[config.mk]
export PLATFORM = sky130hd
export DESIGN_NAME = obm_master
export DESIGN_NICKNAME = d
export VERILOG_FILES = /design/src/obm_pkg.sv /design/src/obm_sync.sv /design/src/obm_master.sv
export SDC_FILE = /design/constraint.sdc
export NUM_CORES = 1
export LEC_CHECK = 0
export BUFFER_PORTS_ARGS = -buffer_cell sky130_fd_sc_hd__buf_4
export CELL_PAD_IN_SITES_DETAIL_PLACEMENT = 1
export CELL_PAD_IN_SITES_GLOBAL_PLACEMENT = 1
export CORE_MARGIN = 5
export CORE_UTILIZATION = 45
export CTS_CLUSTER_SIZE = 25
export DETAILED_ROUTE_END_ITERATION = 8
export GPL_TIMING_DRIVEN = 0
export PLACE_DENSITY_LB_ADDON = 0.1
export SLEW_MARGIN = 20
export SYNTH_ARGS = -nofsm -noshare
export SYNTH_HDL_FRONTEND = slang
export SYNTH_HIERARCHICAL = 1
export SYNTH_SLANG_ARGS = --single-unit
export TNS_END_PERCENT = 100
[constraint.sdc]
create_clock -name clk_sys -period 2.8 [get_ports clk_sys]
set_input_delay 0.42 -clock clk_sys [delete_from_list [all_inputs] [get_ports clk_sys]]
set_output_delay 0.42 -clock clk_sys [all_outputs]
set_load 0.01 [all_outputs]
[src/obm_pkg.sv]
// Purpose: Shared types and constants for the operand bus master port
// Assumes: One clk_sys cycle is one half period of the processor oscillator
// Notes:   Pin-level active-low levels are named with _n
package obm_pkg;
    localparam int             OBM_ADDR_W    = 16;
    localparam int             OBM_DATA_W    = 16;
    localparam int             OBM_SYNC_W    = 5 + OBM_DATA_W;
    localparam logic           OBM_IDLE_N    = 1'b1;
    localparam logic           OBM_OE_OFF_N  = 1'b1;
    localparam logic           OBM_OSC_RST   = 1'b0;
    localparam logic           OBM_SEL_READ  = 1'b1;
    localparam logic           OBM_SEL_MEM   = 1'b1;
    localparam logic [15:0]    OBM_ZERO_WORD = 16'h0000;

    typedef enum logic [2:0] {
        OBM_IDLE,
        OBM_REQ,
        OBM_P3_LEAD,
        OBM_P3_TAIL,
        OBM_P4_WAIT,
        OBM_TERM,
        OBM_DS_UP,
        OBM_FLOAT
    } obm_state_e;

    typedef struct packed {
        logic                  is_write;
        logic                  is_io;
        logic [OBM_ADDR_W-1:0] addr;
        logic [OBM_DATA_W-1:0] wdata;
    } obm_cmd_s;

    typedef struct packed {
        logic                  grant_n;
        logic                  busy_n;
        logic                  ack_n;
        logic                  prot_n;
        logic                  berr_n;
        logic [OBM_DATA_W-1:0] data;
    } obm_pins_s;
endpackage

[src/obm_sync.sv]
// Purpose: Two-flop synchroniser for the asynchronous bus pins
// Assumes: Each bit is an independent level
// Notes:   Only the second stage may be read by other logic
`timescale 1ns/1ps
module obm_sync import obm_pkg::*; #(
    parameter int             WIDTH   = OBM_SYNC_W,
    parameter logic [WIDTH-1:0] RST_VAL = '1
) (
    input  wire logic             clk_sys,
    input  wire logic             nrst,
    input  wire logic [WIDTH-1:0] d,
    output logic      [WIDTH-1:0] q
);
    logic [WIDTH-1:0] meta_r;

    if (WIDTH < 1) begin : g_width_check
        $error("obm_sync width must be at least one");
    end

    always_ff @(posedge clk_sys or negedge nrst) begin
        if (!nrst) begin
            meta_r <= RST_VAL;
            q      <= RST_VAL;
        end else begin
            meta_r <= d;
            q      <= meta_r;
        end
    end
endmodule

[src/obm_master.sv]
// Purpose: Operand port bus master with request/grant arbitration
// Assumes: clk_sys ticks twice per oscillator period; osc phase is internal
// Notes:   Output enables are active low; high means the pin floats
// What this block does
// - Drive bus pins only while bus master
// - Four cycle kinds by memory/IO and read/write
// - Phase three: acknowledge grant, indicator high, address valid
// - Strobe low one clock after phase three
// - Sample transfer acknowledge each rising edge, stretch
// - End cycle half clock after acknowledge seen
// - Protect or bus error terminates cycle as error
// - Strobe high first rising edge after phase four
// - Float bus one clock after phase four
// - Request bus low at start of phase two
// - Master when grant low, busy high, falling edge
// - Hold grant acknowledge while owning the bus
// - Float grant acknowledge on giving up bus
// - Arbitration signals are all active low
// - Stretch phase two until the port is owned
// - Indicator low through phases one and two
`timescale 1ns/1ps
module obm_master import obm_pkg::*; #(
    parameter int ADDR_W = OBM_ADDR_W,
    parameter int DATA_W = OBM_DATA_W
) (
    input  wire logic              clk_sys,
    input  wire logic              nrst,
    input  wire logic              op_req,
    input  wire obm_cmd_s          op_cmd,
    output logic                   op_ready,
    output logic                   op_done,
    output logic                   op_err,
    output logic [DATA_W-1:0]      op_rdata,
    output logic                   exec_phase_ind,
    output logic                   bus_request_n,
    input  wire logic              bus_grant_n,
    input  wire logic              bus_busy_n,
    output logic                   grant_ack_n,
    output logic                   grant_ack_oe_n,
    input  wire logic              transfer_ack_n,
    input  wire logic              mem_protect_err_n,
    input  wire logic              bus_error_n,
    output logic                   data_strobe_n,
    output logic                   data_strobe_oe_n,
    output logic                   rd_wr_sel,
    output logic                   mem_io_sel,
    output logic                   ctrl_oe_n,
    output logic [ADDR_W-1:0]      addr_o,
    output logic                   addr_oe_n,
    output logic [DATA_W-1:0]      data_o,
    output logic                   data_oe_n,
    input  wire logic [DATA_W-1:0] data_i
);
    obm_state_e       state_r;
    obm_state_e       state_nxt;
    obm_cmd_s         cmd_r;
    logic             osc_hi_r;
    logic             rise_now;
    logic             fall_now;
    logic             won;
    logic             sample_hit;
    logic             sample_err;
    obm_pins_s        pins_raw;
    obm_pins_s        pins_s;

    // Synchroniser width and struct layout are fixed to the 16-bit bus
    if (ADDR_W != OBM_ADDR_W || DATA_W != OBM_DATA_W) begin : g_width_check
        $error("obm_master supports only the 16-bit operand bus");
    end

    assign pins_raw = '{grant_n: bus_grant_n, busy_n: bus_busy_n, ack_n: transfer_ack_n,
                        prot_n: mem_protect_err_n, berr_n: bus_error_n, data: data_i};

    obm_sync #(
        .WIDTH   (OBM_SYNC_W),
        .RST_VAL ({5'h1f, OBM_ZERO_WORD})
    ) u_sync (
        .clk_sys (clk_sys),
        .nrst    (nrst),
        .d       (pins_raw),
        .q       (pins_s)
    );

    // Internal oscillator phase: each clk_sys rising edge is one oscillator half period
    always_ff @(posedge clk_sys or negedge nrst) begin
        if (!nrst) begin
            osc_hi_r <= OBM_OSC_RST;
        end else begin
            osc_hi_r <= ~osc_hi_r;
        end
    end

    assign rise_now   = ~osc_hi_r;
    assign fall_now   = osc_hi_r;
    assign won        = ~pins_s.grant_n & pins_s.busy_n;
    assign sample_err = ~pins_s.prot_n | ~pins_s.berr_n;
    assign sample_hit = ~pins_s.ack_n | sample_err;

    always_comb begin
        state_nxt = state_r;
        unique case (state_r)
            OBM_IDLE:    if (op_req && rise_now) state_nxt = OBM_REQ;
            OBM_REQ:     if (fall_now && won) state_nxt = OBM_P3_LEAD;
            OBM_P3_LEAD: if (rise_now) state_nxt = OBM_P3_TAIL;
            OBM_P3_TAIL: if (fall_now) state_nxt = OBM_P4_WAIT;
            OBM_P4_WAIT: if (rise_now && sample_hit) state_nxt = OBM_TERM;
            OBM_TERM:    if (fall_now) state_nxt = OBM_DS_UP;
            OBM_DS_UP:   if (rise_now) state_nxt = OBM_FLOAT;
            OBM_FLOAT:   if (fall_now) state_nxt = OBM_IDLE;
        endcase
    end

    always_ff @(posedge clk_sys or negedge nrst) begin
        if (!nrst) begin
            state_r <= OBM_IDLE;
        end else begin
            state_r <= state_nxt;
        end
    end

    // Command is taken only while idle, so a request mid-cycle cannot corrupt pins
    always_ff @(posedge clk_sys or negedge nrst) begin
        if (!nrst) begin
            cmd_r    <= '0;
            op_ready <= 1'b0;
        end else begin
            op_ready <= (state_nxt == OBM_IDLE);
            if (state_r == OBM_IDLE && state_nxt == OBM_REQ) begin
                cmd_r <= op_cmd;
            end
        end
    end

    always_ff @(posedge clk_sys or negedge nrst) begin
        if (!nrst) begin
            bus_request_n <= OBM_IDLE_N;
        end else if (state_nxt == OBM_REQ) begin
            bus_request_n <= 1'b0;
        end else begin
            bus_request_n <= OBM_IDLE_N;
        end
    end

    // Indicator low in phases one and two, high from phase three to the float
    always_ff @(posedge clk_sys or negedge nrst) begin
        if (!nrst) begin
            exec_phase_ind <= 1'b0;
        end else begin
            exec_phase_ind <= !(state_nxt == OBM_IDLE || state_nxt == OBM_REQ);
        end
    end

    // Ownership pins: grant acknowledge, address and select lines
    always_ff @(posedge clk_sys or negedge nrst) begin
        if (!nrst) begin
            grant_ack_n    <= OBM_IDLE_N;
            grant_ack_oe_n <= OBM_OE_OFF_N;
            addr_oe_n      <= OBM_OE_OFF_N;
            ctrl_oe_n      <= OBM_OE_OFF_N;
            addr_o         <= '0;
            rd_wr_sel      <= OBM_SEL_READ;
            mem_io_sel     <= OBM_SEL_MEM;
        end else if (state_r == OBM_REQ && state_nxt == OBM_P3_LEAD) begin
            grant_ack_n    <= 1'b0;
            grant_ack_oe_n <= 1'b0;
            addr_oe_n      <= 1'b0;
            ctrl_oe_n      <= 1'b0;
            addr_o         <= cmd_r.addr;
            rd_wr_sel      <= cmd_r.is_write ? ~OBM_SEL_READ : OBM_SEL_READ;
            mem_io_sel     <= cmd_r.is_io ? ~OBM_SEL_MEM : OBM_SEL_MEM;
        end else if (state_r == OBM_FLOAT && state_nxt == OBM_IDLE) begin
            grant_ack_n    <= OBM_IDLE_N;
            grant_ack_oe_n <= OBM_OE_OFF_N;
            addr_oe_n      <= OBM_OE_OFF_N;
            ctrl_oe_n      <= OBM_OE_OFF_N;
        end
    end

    // Write data go out from phase three; the data bus stays quiet on reads
    always_ff @(posedge clk_sys or negedge nrst) begin
        if (!nrst) begin
            data_o    <= '0;
            data_oe_n <= OBM_OE_OFF_N;
        end else if (state_r == OBM_REQ && state_nxt == OBM_P3_LEAD) begin
            data_o    <= cmd_r.wdata;
            data_oe_n <= ~cmd_r.is_write;
        end else if (state_r == OBM_FLOAT && state_nxt == OBM_IDLE) begin
            data_oe_n <= OBM_OE_OFF_N;
        end
    end

    // Strobe pin is enabled for the whole ownership, low from phase four to the first rising edge after it
    always_ff @(posedge clk_sys or negedge nrst) begin
        if (!nrst) begin
            data_strobe_n    <= OBM_IDLE_N;
            data_strobe_oe_n <= OBM_OE_OFF_N;
        end else begin
            data_strobe_oe_n <= !(state_nxt != OBM_IDLE && state_nxt != OBM_REQ);
            if (state_r == OBM_P3_TAIL && state_nxt == OBM_P4_WAIT) begin
                data_strobe_n <= 1'b0;
            end else if (state_r == OBM_DS_UP && state_nxt == OBM_FLOAT) begin
                data_strobe_n <= OBM_IDLE_N;
            end
        end
    end

    // Result is latched at the sampling edge but reported when the cycle ends
    logic              err_hold_r;
    logic [DATA_W-1:0] rd_hold_r;

    always_ff @(posedge clk_sys or negedge nrst) begin
        if (!nrst) begin
            err_hold_r <= 1'b0;
            rd_hold_r  <= '0;
            op_done    <= 1'b0;
            op_err     <= 1'b0;
            op_rdata   <= '0;
        end else begin
            op_done <= 1'b0;
            op_err  <= 1'b0;
            if (state_r == OBM_P4_WAIT && state_nxt == OBM_TERM) begin
                err_hold_r <= sample_err;
                rd_hold_r  <= pins_s.data;
            end
            if (state_r == OBM_TERM && state_nxt == OBM_DS_UP) begin
                op_done <= 1'b1;
                op_err  <= err_hold_r;
                if (!cmd_r.is_write && !err_hold_r) begin
                    op_rdata <= rd_hold_r;
                end
            end
        end
    end
endmodule

==> run summary <==
The run finished with clean final reports. The data required time at the worst endpoint came out at 3.09 ns. Most repeated cell in the gate-level netlist after synthesis: sky130_fd_sc_hd__dfrtp_1. DRC violation total after the first TritonRoute iteration: 169. In this run the register-to-register setup slack is 0.61 ns. Counting every net in the synthesized netlist gives 371. The core box area is 12000 µm².

After detailed routing, the number of remaining DRC violations is 0. The logs give 457 MHz for the fmax and 4 for the level count of the clock H-tree. Counting every sink on the clock net gives 156.

The count of cells along the worst hold path came out at 1. The summed instance area of the synthesized netlist is 5450 µm². Yosys attributes the largest share of cell area to sky130_fd_sc_hd__dfrtp_1 64%, sky130_fd_sc_hd__mux2_2 18%, sky130_fd_sc_hd__dfstp_2 8.2%, sky130_fd_sc_hd__mux2_4 2.8%, sky130_fd_sc_hd__buf_4 0.83%. The tools report the first-pass GRT wire length as 17.9 mm. The time the worst path needs with I/O delays and setup came out at 2.19 ns.

Buffers inserted during clock tree synthesis total 17. The HPWL after detailed placement is 7.39 mm. The final hold violation count was 0; the insertion delay of the later-clocked pin in the worst-skew pair was 0.41 ns. In this run the remaining antenna-violating nets after routing total 0. The number of gates resized after CTS was 0.

Worst reg-to-reg path cell count: 4. Summed over all layers, the routed wires come to 10.6 mm. In the final routed layout, each cell accounts on average for 17.4 µm. The number of antenna violations at the first check in global routing was 0; the pre-CTS setup slack was 0.537 ns.

The logs give 59.7% for the share of the core filled with cells in the final layout and 2.47 ns for the data arrival time of the critical path. Clock-pin slew was measured on the worst setup and hold paths at 0.06 ns. In this run the tightest slew margin relative to its limit is 49.0%. In this run the power density over the cells is 1110 nW/µm².

In the post-route analysis, the smallest setup slack over all paths is 0.612 ns. The met2 track utilization from global routing came out at 25.9%. The number of antenna diodes in the final layout is 0. The worst setup path is launched from a register. Mean post-synth cell area: 17.4 µm². Routability-driven placement finished with a final weighted congestion of 0.706. The static leakage was 3.41 nW.

The tools report the origin of the critical flop-to-flop path as u_sync/q[19]$_DFF_PN1_. The run gives 18.7% as the global-route track usage on met1. After global routing, the most crowded layer is met2. The critical path is of the reg -> reg type.

Across the run, the number of max-cap violations was 0. For the buffer depth of the longest clock path, the log shows 2. For hold timing, the worst endpoint is u_sync/meta_r[5]$_DFF_PN0_. The overall die width came out at 120 µm. Startpoint of the tightest hold check path: data_i[5]. The detail-routed via count per cell was 4.86; the initial core utilization was 45.5%. STA classifies the critical path endpoint as a register. Pin placement for this block handled 120 I/O pins. The design draws 7.90 mW. For the number of warnings printed during yosys synthesis, the log shows 6.

After synthesis, the most frequently instantiated cells are 139 x sky130_fd_sc_hd__dfrtp_1, 89 x sky130_fd_sc_hd__mux2_2, 17 x sky130_fd_sc_hd__dfstp_2. The tools report the number of nets in the finished design as 511. In the final layout, the multi-input gates occupy 1390 µm². The final cell count without fillers is 613. The logs give 0 for the post-CTS setup-driven buffer insertion count and 33 for the number of unique standard cell types used by synthesis. Global routing used 8.29% of the available met3 tracks.

The logs give 2978 for the detailed-route via count and 14400 µm² for the overall die area. Largest fanout on the critical path: 10. CTS placed an instance of sky130_fd_sc_hd__clkbuf_16 at the clock tree root. Yosys mapped a number of flops with a built-in enable equal to 0. The worst-case IR drop observed on VDD is 0.532 mV.

After layout, the worst path uses 78.1% of the clock period. The number of global-route vias before repair was 3496. The synthesized design spends more area on one cell type than any other, namely sky130_fd_sc_hd__dfrtp_1. Global routing used 16.1% of the available tracks across all layers. TritonCTS built the clock tree. The port buffer count is 119.

The pre-antenna-repair detailed-routing pass consisted of 4 iterations. The final global-route overflow total was 0; the count of pins over their slew limit was 0. For the summed negative setup slack over all endpoints, the log shows 0 ns. The most frequently used flop master after synthesis was sky130_fd_sc_hd__dfrtp_1.

Relative area change from synthesis to final layout: 31.1%. The layout has 1123 filler cells. The proportion of synthesized flip-flops having asynchronous set or reset is 100%, and the share of the yosys chip area belonging to registers is 72.0%. The register bit count reported by yosys is 156, and the maximum number of pins on one net before global-route repair is 94.

The min-delay analysis places its worst path in the category in -> reg. At the pin with the least slew margin, the transition time is 0.760 ns. Counting every instance in the synthesized netlist gives 313. Of the post-synthesis cell area, the dominant cell type holds 63.8%. Summing all flip-flop and latch instances after layout gives 3930 µm². The number of placed instances, taps included, is 580. The die boundary height was 120 µm; the fraction of final layout cells sized beyond drive strength 1 was 60.5%. The initialized floorplan defines 40 standard-cell rows. The clock arrives with 0.00909 ns of skew. The count of final setup violators is 0. Setup repair after global routing left no endpoint under its margin.

The worst register-to-register path ends at data_o[0]$_DFFE_PN0P_.
==> worst max path at each step <==
stage / to / cells after the start / slack, ns / start
finish: data_o[0]$_DFFE_PN0P_ / 4 / 0.61 / u_sync/q[19]$_DFF_PN1_
global route: data_o[0]$_DFFE_PN0P_ / 4 / 0.43 / u_sync/q[19]$_DFF_PN1_
CTS: data_o[0]$_DFFE_PN0P_ / 4 / 0.54 / u_sync/q[19]$_DFF_PN1_
detailed placement: data_o[0]$_DFFE_PN0P_ / 4 / 0.54 / u_sync/q[19]$_DFF_PN1_
global placement: data_o[0]$_DFFE_PN0P_ / 4 / 0.58 / u_sync/q[19]$_DFF_PN1_
floorplan: addr_o[12]$_DFFE_PN0P_ / 4 / 1.04 / u_sync/q[19]$_DFF_PN1_
==> timing repair <==
action / CTS / global route
hold buffers: 1 / 0
setup endpoints to repair: 0 / 0
hold endpoints to repair: 47 / 0
==> flip-flops by register name (all words and copies together) (netlist names) <==
register / count
rd_hold_r: 16
op_rdata: 16
bus_request_n: 1
addr_o: 16
state_r: 3
addr_oe_n: 1
data_strobe_oe_n: 1
op_err: 1
data_oe_n: 1
rd_wr_sel: 1
mem_io_sel: 1
err_hold_r: 1
u_sync/meta_r: 21
data_strobe_n: 1
cmd_r: 34
op_ready: 1
u_sync/q: 21
exec_phase_ind: 1
fall_now: 1
op_done: 1
data_o: 16
==> power breakdown <==
group / internal, mW / switching [mW]
Combinational: 1.32 / 0.842
Clock: 1.38 / 0.835
Sequential: 3.12 / 0.409
==> worst max-delay path, cell delays in order (launching register included) <==
cell and delay (ns):
sky130_fd_sc_hd__dfstp_2 0.53, sky130_fd_sc_hd__nand4b_1 0.14, sky130_fd_sc_hd__nor3_2 0.61, sky130_fd_sc_hd__buf_2 0.40, sky130_fd_sc_hd__mux2_2 0.38
==> area by class of cell <==
| cell class | instances | area share [%] |
|---|---|---|
| flip-flops and latches | 156 | 54.9 |
| multi-input cells | 136 | 19.4 |
| repair buffers | 121 | 13.1 |
| clock buffers | 24 | 6.74 |
| well taps | 147 | 2.57 |
| plain buffers | 16 | 1.61 |
| clock inverters | 8 | 1.30 |
| inverters | 5 | 0.263 |
==> per-stage QoR <==
stage	instance area, µm²	hold WS (ns)
6_report	7140	0.112
5_1_grt	7140	0.0855
4_1_cts	7140	0.0912
3_5_place_dp	6560	0.336
3_3_place_gp	6530	0.332
2_1_floorplan	5450	0.124
==> kinds of logic after synthesis <==
group | count (synthesis) | synth area share (%)
AOI/OAI and AO/OA | 8 | 0.988
xor gates and xnor gates | 1 | 0.161
buffers and inverters | 21 | 2.46
DFF | 156 | 72.0
muxes | 102 | 21.7
and+or+nand+nor | 25 | 2.64
==> cells in the final DEF (no fill, tap or decap), types with 5 or more instances in the layout <==
master                      instances
sky130_fd_sc_hd__dfrtp_1          139
sky130_fd_sc_hd__buf_4            124
sky130_fd_sc_hd__mux2_2            89
sky130_fd_sc_hd__dfstp_2           17
sky130_fd_sc_hd__clkbuf_16         17
sky130_fd_sc_hd__mux2_4            10
sky130_fd_sc_hd__buf_2              7
sky130_fd_sc_hd__nor2_1             6
sky130_fd_sc_hd__inv_1              5
sky130_fd_sc_hd__clkbuf_1           5
sky130_fd_sc_hd__clkinv_2           5
==> layer usage <==
metal | wire (µm) | vias to the layer above
li1 | - | 1351
met1 | 4150 | 1539
met2 | 5460 | 83
met3 | 954 | 5
met4 | 74 | 0
met5 | 0 | -
Note: power is estimated with default switching activity, not from simulation.
